===== src/hdl/crce_pkg.sv =====
// crce_pkg: shared types and constants of the checksum engine.
// assumes a single 100 MHz clock domain; no software-visible register map.
package crce_pkg;

   typedef enum logic [1:0] {
      CRCE_POLY_CCITT,
      CRCE_POLY_16,
      CRCE_POLY_32
   } crce_poly_t;

   typedef enum logic [1:0] {
      CRCE_SZ_BYTE,
      CRCE_SZ_HALF,
      CRCE_SZ_WORD
   } crce_size_t;

   typedef struct packed {
      logic [31:0] data;
      crce_size_t size;
   } crce_item_t;

   typedef struct packed {
      crce_poly_t poly;
      logic in_rev;
      logic in_inv;
      logic out_rev;
      logic out_inv;
   } crce_cfg_t;

   localparam logic [31:0] CRCE_POLY_CCITT_VAL = 32'h0000_1021;
   localparam logic [31:0] CRCE_POLY_16_VAL = 32'h0000_8005;
   localparam logic [31:0] CRCE_POLY_32_VAL = 32'h04c1_1db7;
   localparam logic [31:0] CRCE_MASK16 = 32'h0000_ffff;
   localparam logic [31:0] CRCE_MASK32 = 32'hffff_ffff;
   localparam logic [31:0] CRCE_RST_SUM = 32'h0000_0000;
   localparam logic [1:0] CRCE_LAST_BYTE = 2'h0;
   localparam logic [1:0] CRCE_LAST_HALF = 2'h1;
   localparam logic [1:0] CRCE_LAST_WORD = 2'h3;
   localparam int CRCE_FIFO_DEPTH = 8;
   localparam int CRCE_SHIFT16 = 16;

endpackage


===== src/hdl/crce_fifo.sv =====
// crce_fifo: small synchronous fifo with valid/ready on both sides.
// assumes one clock; depth must be a power of two.
`timescale 1ns/1ns
module crce_fifo #(
   parameter int WIDTH = 34,
   parameter int DEPTH = 8
) (
   input wire logic clk, // system clock
   input wire logic nrst, // async reset, active low
   input wire logic in_valid, // producer offers a word
   output logic in_ready, // room for a word
   input wire logic [WIDTH-1:0] in_data, // word written
   output logic out_valid, // a word is waiting
   input wire logic out_ready, // consumer takes it
   output logic [WIDTH-1:0] out_data // oldest word
);
   localparam int AW = $clog2(DEPTH);

   logic [WIDTH-1:0] mem_q [DEPTH];
   logic [AW:0] wp_q;
   logic [AW:0] rp_q;

   wire full = (wp_q[AW] != rp_q[AW]) && (wp_q[AW-1:0] == rp_q[AW-1:0]);
   wire empty = (wp_q == rp_q);
   wire push = in_valid && !full;
   wire pop = out_ready && !empty;

   assign in_ready = !full;
   assign out_valid = !empty;
   assign out_data = mem_q[rp_q[AW-1:0]];

   always_ff @(posedge clk) begin
      if (push) begin
         mem_q[wp_q[AW-1:0]] <= in_data;
      end
   end

   always_ff @(posedge clk or negedge nrst) begin
      if (!nrst) begin
         wp_q <= '0;
         rp_q <= '0;
      end else begin
         if (push) begin
            wp_q <= wp_q + 1'b1;
         end
         if (pop) begin
            rp_q <= rp_q + 1'b1;
         end
      end
   end
endmodule


===== src/hdl/crce_top.sv =====
// crce_top: checksum engine folding written data into a running crc, one byte per cycle.
// assumes writer and reader are logic on the same clock; config stays stable while busy.
//
// Summary of operation
// RULE_01: polynomial selectable among ccitt 16-bit, crc-16 and 32-bit ethernet.
// RULE_02: input data optionally bit-reversed and complemented before entering the sum.
// RULE_03: presented result optionally bit-reversed and complemented.
// RULE_04: software loads a seed that becomes the starting sum.
// RULE_05: a byte write is absorbed in one clock cycle.
// RULE_06: a halfword write takes two byte steps, two cycles.
// RULE_07: a word write takes four byte steps, four cycles.
// RULE_08: back-to-back writes are accepted without polling.
// RULE_09: byte, halfword or word writes; exactly the written bytes are processed.
// RULE_10: writes are held off while the fifo is full; seed loads and result reads while earlier bytes are pending.
// RULE_11: bytes go least significant first; a new seed discards the old sum.
`timescale 1ns/1ns
module crce_top (
   input wire logic clk, // system clock, 100 MHz
   input wire logic nrst, // async reset, active low
   input wire crce_pkg::crce_cfg_t cfg, // polynomial and bit options
   input wire logic seed_valid, // seed load request
   output logic seed_ready, // seed load accepted when high
   input wire logic [31:0] seed, // seed value
   input wire logic wr_valid, // data write request
   output logic wr_ready, // data write accepted when high
   input wire crce_pkg::crce_item_t wr_item, // data and write width
   input wire logic rd_valid, // result read request
   output logic rd_ready, // result read completes when high
   output logic [31:0] result, // conditioned checksum
   output logic busy // bytes still pending
);
   typedef enum logic {CRCE_IDLE, CRCE_RUN} crce_state_t;

   crce_state_t state_q;
   crce_state_t state_d;
   logic [31:0] word_q;
   logic [1:0] idx_q;
   logic [1:0] last_q;
   logic [31:0] crc_q;
   logic [31:0] crc_d;
   logic [31:0] result_q;

   logic f_valid;
   crce_pkg::crce_item_t f_item;
   logic f_pop;

   function automatic logic [7:0] rev8(input logic [7:0] b);
      logic [7:0] r;
      r = '0;
      for (int i = 0; i < 8; i++) begin
         r[i] = b[7-i];
      end
      return r;
   endfunction

   function automatic logic [31:0] rev32(input logic [31:0] w);
      logic [31:0] r;
      r = '0;
      for (int i = 0; i < 32; i++) begin
         r[i] = w[31-i];
      end
      return r;
   endfunction

   // msb-first shift of one byte through the selected polynomial
   function automatic logic [31:0] crc_step(input logic [31:0] c, input logic [7:0] b,
                                            input crce_pkg::crce_poly_t sel);
      logic [31:0] r;
      logic [31:0] p;
      logic fb;
      logic wide;
      r = c;
      wide = 1'b0;
      unique case (sel)
         crce_pkg::CRCE_POLY_CCITT: p = crce_pkg::CRCE_POLY_CCITT_VAL;
         crce_pkg::CRCE_POLY_16: p = crce_pkg::CRCE_POLY_16_VAL;
         default: begin
            p = crce_pkg::CRCE_POLY_32_VAL;
            wide = 1'b1;
         end
      endcase
      for (int i = 0; i < 8; i++) begin
         fb = (wide ? r[31] : r[15]) ^ b[7-i];
         r = {r[30:0], 1'b0} ^ (fb ? p : 32'h0000_0000);
      end
      return wide ? r : (r & crce_pkg::CRCE_MASK16);
   endfunction

   wire is32 = (cfg.poly != crce_pkg::CRCE_POLY_CCITT) && (cfg.poly != crce_pkg::CRCE_POLY_16);
   wire [31:0] width_mask = is32 ? crce_pkg::CRCE_MASK32 : crce_pkg::CRCE_MASK16;

   crce_fifo #(
      .WIDTH($bits(crce_pkg::crce_item_t)),
      .DEPTH(crce_pkg::CRCE_FIFO_DEPTH)
   ) u_fifo (
      .clk(clk),
      .nrst(nrst),
      .in_valid(wr_valid),
      .in_ready(wr_ready), // [RULE_08] [RULE_10]
      .in_data(wr_item),
      .out_valid(f_valid),
      .out_ready(f_pop),
      .out_data(f_item)
   );

   // input conditioning: complement, then reverse bits inside each byte
   wire [31:0] in_inv = cfg.in_inv ? ~f_item.data : f_item.data; // [RULE_02]
   wire [31:0] in_cond = cfg.in_rev ? {rev8(in_inv[31:24]), rev8(in_inv[23:16]),
                                       rev8(in_inv[15:8]), rev8(in_inv[7:0])}
                                    : in_inv; // [RULE_02]

   // index of the last byte step from the write width
   wire [1:0] f_last = (f_item.size == crce_pkg::CRCE_SZ_BYTE) ? crce_pkg::CRCE_LAST_BYTE :
                       (f_item.size == crce_pkg::CRCE_SZ_HALF) ? crce_pkg::CRCE_LAST_HALF :
                       crce_pkg::CRCE_LAST_WORD; // [RULE_09] [RULE_05] [RULE_06] [RULE_07]

   wire running = (state_q == CRCE_RUN);
   wire last_step = running && (idx_q == last_q);
   // the next word is taken in the cycle of the previous word's last byte, so a
   // stream keeps the byte engine busy every cycle
   assign f_pop = f_valid && (!running || last_step); // [RULE_08]
   wire [4:0] byte_sh = {idx_q, 3'b000};
   wire [31:0] word_sh = word_q >> byte_sh;
   wire [7:0] cur_byte = word_sh[7:0]; // [RULE_11]

   // seed and reads only when nothing is queued or in flight, so the sum is final
   assign seed_ready = !running && !f_valid; // [RULE_10] [RULE_11]
   assign rd_ready = !running && !f_valid; // [RULE_10]
   wire seed_take = seed_valid && seed_ready;

   always_comb begin
      crc_d = crc_q;
      if (seed_take) begin
         crc_d = seed & width_mask; // [RULE_04] [RULE_11]
      end else if (running) begin
         crc_d = crc_step(crc_q, cur_byte, cfg.poly); // [RULE_01] [RULE_05]
      end
   end

   always_comb begin
      state_d = state_q;
      unique case (state_q)
         CRCE_IDLE: if (f_pop) state_d = CRCE_RUN;
         CRCE_RUN: if (last_step && !f_pop) state_d = CRCE_IDLE;
      endcase
   end

   // result conditioning over the active width
   wire [31:0] crc_rev = is32 ? rev32(crc_d) : (rev32(crc_d) >> crce_pkg::CRCE_SHIFT16);
   wire [31:0] out_ord = cfg.out_rev ? crc_rev : crc_d; // [RULE_03]
   wire [31:0] out_val = cfg.out_inv ? (out_ord ^ width_mask) : out_ord; // [RULE_03]

   always_ff @(posedge clk or negedge nrst) begin
      if (!nrst) begin
         state_q <= CRCE_IDLE;
         crc_q <= crce_pkg::CRCE_RST_SUM;
         result_q <= crce_pkg::CRCE_RST_SUM;
      end else begin
         state_q <= state_d;
         crc_q <= crc_d;
         result_q <= out_val;
      end
   end

   always_ff @(posedge clk or negedge nrst) begin
      if (!nrst) begin
         word_q <= '0;
         idx_q <= '0;
         last_q <= '0;
      end else if (f_pop) begin
         word_q <= in_cond;
         idx_q <= '0; // [RULE_11]
         last_q <= f_last; // [RULE_09]
      end else if (running && !last_step) begin
         idx_q <= idx_q + 2'h1; // [RULE_06] [RULE_07]
      end
   end

   assign result = result_q;
   assign busy = running || f_valid;

   // rd_valid needs no logic: a read is simply complete in any cycle with rd_ready high
   wire unused_rd = rd_valid;
endmodule


===== config.mk =====
export PLATFORM = sky130hd
export DESIGN_NAME = crce_top
export DESIGN_NICKNAME = d
export VERILOG_FILES = /design/src/hdl/crce_pkg.sv /design/src/hdl/crce_fifo.sv /design/src/hdl/crce_top.sv
export SDC_FILE = /design/constraint.sdc
export NUM_CORES = 1
export LEC_CHECK = 0
export BUFFER_PORTS_ARGS = -buffer_cell sky130_fd_sc_hd__buf_2
export CAP_MARGIN = 30
export CORE_ASPECT_RATIO = 0.7
export CORE_MARGIN = 4
export CORE_UTILIZATION = 39
export CTS_BUF_LIST = sky130_fd_sc_hd__clkbuf_2
export DETAILED_ROUTE_END_ITERATION = 10
export HOLD_SLACK_MARGIN = 0.02
export PLACE_DENSITY_LB_ADDON = 0.12
export SLEW_MARGIN = 15
export SYNTH_ARGS = -nofsm -noshare
export SYNTH_HDL_FRONTEND = slang
export SYNTH_HIERARCHICAL = 1
export SYNTH_SLANG_ARGS = --single-unit

===== constraint.sdc =====
create_clock -name clk -period 6.7 [get_ports clk]
set_input_delay 0.335 -clock clk [delete_from_list [all_inputs] [get_ports clk]]
set_output_delay 0.335 -clock clk [all_outputs]
set_load 0.03 [all_outputs]

==> reports/metrics.cfg, run 1 <==
[worst_setup_path]
crit_slowest_cell=dfrtp_1
r2r_end=result[15]
endpoint_kind=flop
cp.required_ps=7640
worstPathArrival_ps=6730
reg2regPathDepth=14
cp_common_cell=xnor2_1
cp_cell_sequence=mux4_2 -> xnor2_1 -> a22oi_1 -> a21oi_1 -> a211oi_1 -> nand3_1 -> nor4_1 -> nor4_4 -> a221oi_1 -> dlygate4sd3_1 -> inv_1 -> o21ai_0 -> o22ai_1 -> xnor2_1
cp_slowest_stage_delay_ps=840
crit_cells=14
r2r_start=idx_q[1]
critical_path.startpoint=idx_q[1]
critPathLaunchType=flop
worstSetupEndpoint=result[15]
cp_max_fo=17
crit_type=flop to flop
worst-path-buf-inv=2
r2r_slack_ps=900
path_delay_family=compound AO/OA/AOI/OAI gates

[synthesis]
ys.flop_type=edfxtp_1
synth_cell_types=85
synth_top_area_share=0.435
synth_commonest_cells=edfxtp_1, dfrtp_1, nand2_1
synth.area.top_cells=edfxtp_1, dfrtp_1, mux4_2
synth_seq_cells=381
synth_area_um2=18800
syn_inst=1331
avgSynthCellArea_um2=14.1
async_flop_share=0.286
syn_nets=1410
synth_warnings=6
synth_most_common_cell=edfxtp_1
ys_seq_area_frac=0.581
synth_area_leader_cell=edfxtp_1
synth_edf_count=272

[timing]
max_freq_ghz=0.173
slew_headroom=0.381
finalSetupTns_ps=0
finalCritPeriodShare=0.865
holdWs_ps=208
setup_viol=0
finClkSkew_ps=113
timing.final.crit_period_ps=5800
final_max_slew_viol_count=0
rsz0062_at_grt=no
tightest_slew_ps=918
hold_viol=0

[clock_tree]
clock_path_buffers=3
clk_latency_ps=1110
cts_tree=built
clkTransAtPathRegs_ps=140
cts.htree.levels=3
cts-buffers-inserted=96
cts.sinks=381
cts_root_buf=clkbuf_2
cts_setup_buffers=0

[placement]
place_congestion=0.864
hpwl_um=31400
io_buffers=111

[floorplan]
die_y_um=192
dieArea_um2=51700
start_util=0.399
io_pins=113
die_w_um=270
core_area_um2=47000
row_count=66

[routing]
via_per_inst=5.35
drt-initial-drc-count=1292
vias=12300
drt-total-wl_um=50200
route.detailed.drc=0
routedWlPerCell_um=21.8
drtPass1Iterations=5
drtAntennaViolNets=0

[global_route]
grt_max_degree=57
grt_pass1_wl_um=77400
first_global_vias=12700
antenna_found_initial=3
grt-ovfl-total=0
track_usage=0.197

[finish]
final_nets=1681
regArea_um2=10900
layout-drive-gt1-share=0.269
fill_cells=4218
area_growth_pct=18.2
multiInputGateArea_um2=7410

[outcome]
status=completed

[min_path]
min_path_type=primary input to flop

[flow_run]
cap_violations=0

==> flip-flops by register name (all words and copies together), names as in the netlist <==
signal,flops
crc_q,32
word_q,32
last_q,2
u_fifo/wp_q,4
u_fifo/rp_q,4
idx_q,2
u_fifo/mem_q,272
running,1
result,32
==> what timing repair did <==
action,4_1_cts,5_1_grt
hold buffers,129,0
gates resized for setup,0,0
hold endpoints to repair,465,0
==> cells by family after synthesis <==
kind of cell | after synthesis | share of synthesized area
simple gates | 256 | 0.0661
buf+inv | 119 | 0.0275
flops | 381 | 0.581
xor+xnor | 168 | 0.0928
fa+ha+maj | 2 | 0.00133
mux | 178 | 0.149
compound gates | 227 | 0.0821
==> worst min-delay path by stage <==
stage               startpoint         end  slack, ps  cells past startpoint
floorplan                 nrst    crc_q[0]         40                      0
global placement          nrst   result[4]        450                      1
detailed placement        nrst  result[11]        460                      1
CTS                 seed_valid   result[8]         30                      6
global route        seed_valid    crc_q[2]         50                      6
finish              seed_valid    crc_q[8]        210                      5
==> per-layer routing <==
| layer | part of all wire | track usage | wire [um] |
|---|---|---|---|
| met5 | 0 | 0 | 0 |
| met1 | 0.50 | 0.307 | 25000 |
| met3 | 0.071 | 0.0529 | 3540 |
| met4 | 0.015 | 0.0498 | 753 |
| met2 | 0.42 | 0.272 | 21000 |
==> layout make-up <==
type | count | area share
clock buffers | 139 | 0.0314
repair buffers | 267 | 0.0939
diodes | 6 | 0.000677
inverters | 25 | 0.00423
clock inverters | 40 | 0.00903
flip-flops and latches | 381 | 0.492
well taps | 612 | 0.0345
multi-input cells | 831 | 0.334
==> tightest hold or removal path, stage by stage <==
cell and delay, ps:
buf_2 120, nor2b_1 120, buf_4 200, mux2i_1 160, mux2i_1 220
==> cell usage in the layout, fill, tap and decap left out, types with 47 or more instances in the layout <==
cell type	instances
edfxtp_1	272
clkbuf_2	139
dlygate4sd3_1	128
buf_2	110
dfrtp_1	106
nand2_1	100
xnor2_1	95
mux4_2	77
o21ai_0	76
mux2i_1	56
xor2_1	51
nor2_1	47
==> stage by stage <==
stage / area, um^2 / setup slack (ps) / instances / utilization
detailed placement: 20000 / 1430 / 1987 / 0.425
global placement: 19900 / 1410 / 1986 / 0.424
global route: 22200 / 549 / 2301 / 0.472
floorplan: 18800 / 1870 / 1331 / -
finish: 22200 / 904 / 2301 / 0.472
CTS: 22200 / 1010 / 2295 / 0.472
Power of run 1 is not shown: default switching activity piles up to over one toggle a cycle in this logic, so the estimate is an artifact.
==> run 2, diff against run 1 <==
--- a/config.mk
+++ b/config.mk
@@ -8,7 +8,7 @@
 export BUFFER_PORTS_ARGS = -buffer_cell sky130_fd_sc_hd__buf_2
 export CAP_MARGIN = 30
 export CORE_ASPECT_RATIO = 0.7
-export CORE_MARGIN = 4
+export CORE_MARGIN = 2
 export CORE_UTILIZATION = 39
 export CTS_BUF_LIST = sky130_fd_sc_hd__clkbuf_2
 export DETAILED_ROUTE_END_ITERATION = 10
==> run 2 against run 1 <==
Net effect: register-to-register slack better by 140 ps; first-iteration DRC count decreased by 13%; via count barely moved; cell area decreased by 0.14%; global-route usage increased by 0.61 points; fmax increased by 2.5%; sequential cell count is the same; critical path depth did not move; worst hold slack worse by 11 ps; utilization decreased by 0.77 points.
==> reports/metrics.cfg, run 2 (synthesized netlist as in run 1, its figures left out) <==
[outcome]
status=completed

[timing]
tightest_slew_ps=919
final_max_slew_viol_count=0
holdWs_ps=197
finalSetupTns_ps=0
setup_viol=0
timing.final.crit_period_ps=5660
finalCritPeriodShare=0.844
rsz0062_at_grt=no
slew_headroom=0.381
worst_slack_ps=1040
hold_viol=0
finClkSkew_ps=79.8
max_freq_ghz=0.177

[clock_tree]
hold_buffers=128
clock_path_buffers=3
cts.sinks=381
cts_root_buf=clkbuf_2
cts_resized=0
cts_setup_buffers=0
cts_tree=built
clk_latency_ps=1080
clkTransAtPathRegs_ps=120
cts.htree.levels=3
cts-buffers-inserted=94

[global_route]
track_usage=0.204
antenna_found_initial=3
first_global_vias=12500
grt-ovfl-total=0
grt_max_degree=68
grt_pass1_wl_um=76100

[floorplan]
dieArea_um2=49900
core_area_um2=47700
row_count=67
io_pins=113
die_y_um=188
start_util=0.393
die_w_um=266

[placement]
io_buffers=111
placed_cell_area_um2=19900
place_congestion=0.856
dp_slack_ps=1490
hpwl_um=31200

[finish]
mostFrequentLayoutCell=edfxtp_1
final_area_um2=22100
largest_reg_flops=272
final_nets=1680
layout-drive-gt1-share=0.267
fill_cells=4335
layout_common_cells=edfxtp_1, clkbuf_2, dlygate4sd3_1, buf_2, dfrtp_1
area_growth_pct=18.0

[worst_setup_path]
cp_common_cell=nor2_1
cp_max_fo=38
crit_slowest_cell=dfrtp_4
worstPathArrival_ps=6610
endpoint_kind=flop
crit_type=flop to flop
cp.required_ps=7650
critPathLaunchType=flop
cp_cell_sequence=xor2_2 -> or3_1 -> or2_2 -> nor2_1 -> and2_1 -> nor2_1 -> buf_4 -> a22o_1 -> a21oi_1 -> inv_1 -> o21ai_0 -> a2bb2oi_1 -> xnor2_1 -> dlygate4sd3_1
cp_slowest_stage_delay_ps=980

[routing]
route.detailed.drc=0
drt-total-wl_um=50100
via_per_inst=5.35
drtPass1Iterations=5
drtAntennaViolNets=0
vias=12300
routedWlPerCell_um=21.8
drt-initial-drc-count=1129

[min_path]
min_path_type=primary input to flop

[flow_run]
cap_violations=0

-- run 2: layer usage --
| layer | wire, um | vias to the layer above | global-route usage |
|---|---|---|---|
| li1 | - | 5654 | - |
| met1 | 25300 | 6201 | 0.316 |
| met2 | 20800 | 384 | 0.281 |
| met3 | 3030 | 73 | 0.0510 |
| met4 | 954 | 0 | 0.0555 |
| met5 | 0 | - | 0 |
-- run 2: path summary, 6_finish.rpt --
kind,startpoint,end,slack (ps),cells after the start
worst min-delay path,seed[14],crc_q[14],200,4
min in group asynchronous,nrst,crc_q[2],400,4
worst min register to register,word_q[17],word_q[17],490,2
max in group asynchronous,nrst,u_fifo/rp_q[1],5410,4
worst max register to register,u_fifo/rp_q[0],result[6],1040,14
worst max-delay path,u_fifo/rp_q[0],result[6],1040,14
-- run 2: layout make-up --
type | instances | area, um^2 | share of cell area
antenna | 4 | 10.0 | 0.000452
clock buffer | 133 | 666 | 0.0301
clock inverter | 39 | 176 | 0.00797
inverter | 25 | 93.8 | 0.00424
multi-input combinational | 831 | 7410 | 0.335
sequential | 381 | 10900 | 0.493
tap | 621 | 777 | 0.0351
timing repair buffer | 268 | 2100 | 0.0948
-- run 2: metrics by stage --
stage / std cells / utilization
2_1_floorplan: 1331 / -
3_3_place_gp: 1996 / 0.418
3_5_place_dp: 1996 / 0.418
4_1_cts: 2296 / 0.463
5_1_grt: 2301 / 0.464
6_report: 2302 / 0.464
-- run 2: worst max-delay path, delay by kind of cell, from the launching register on --
family,cells,cell delay (ps)
AND/OR/NAND/NOR,5,2210
XOR/XNOR,2,410
buffers and inverters,3,990
flip-flops,1,980
AO/OA/AOI/OAI,4,900
Power of run 2 is left out for the same reason.
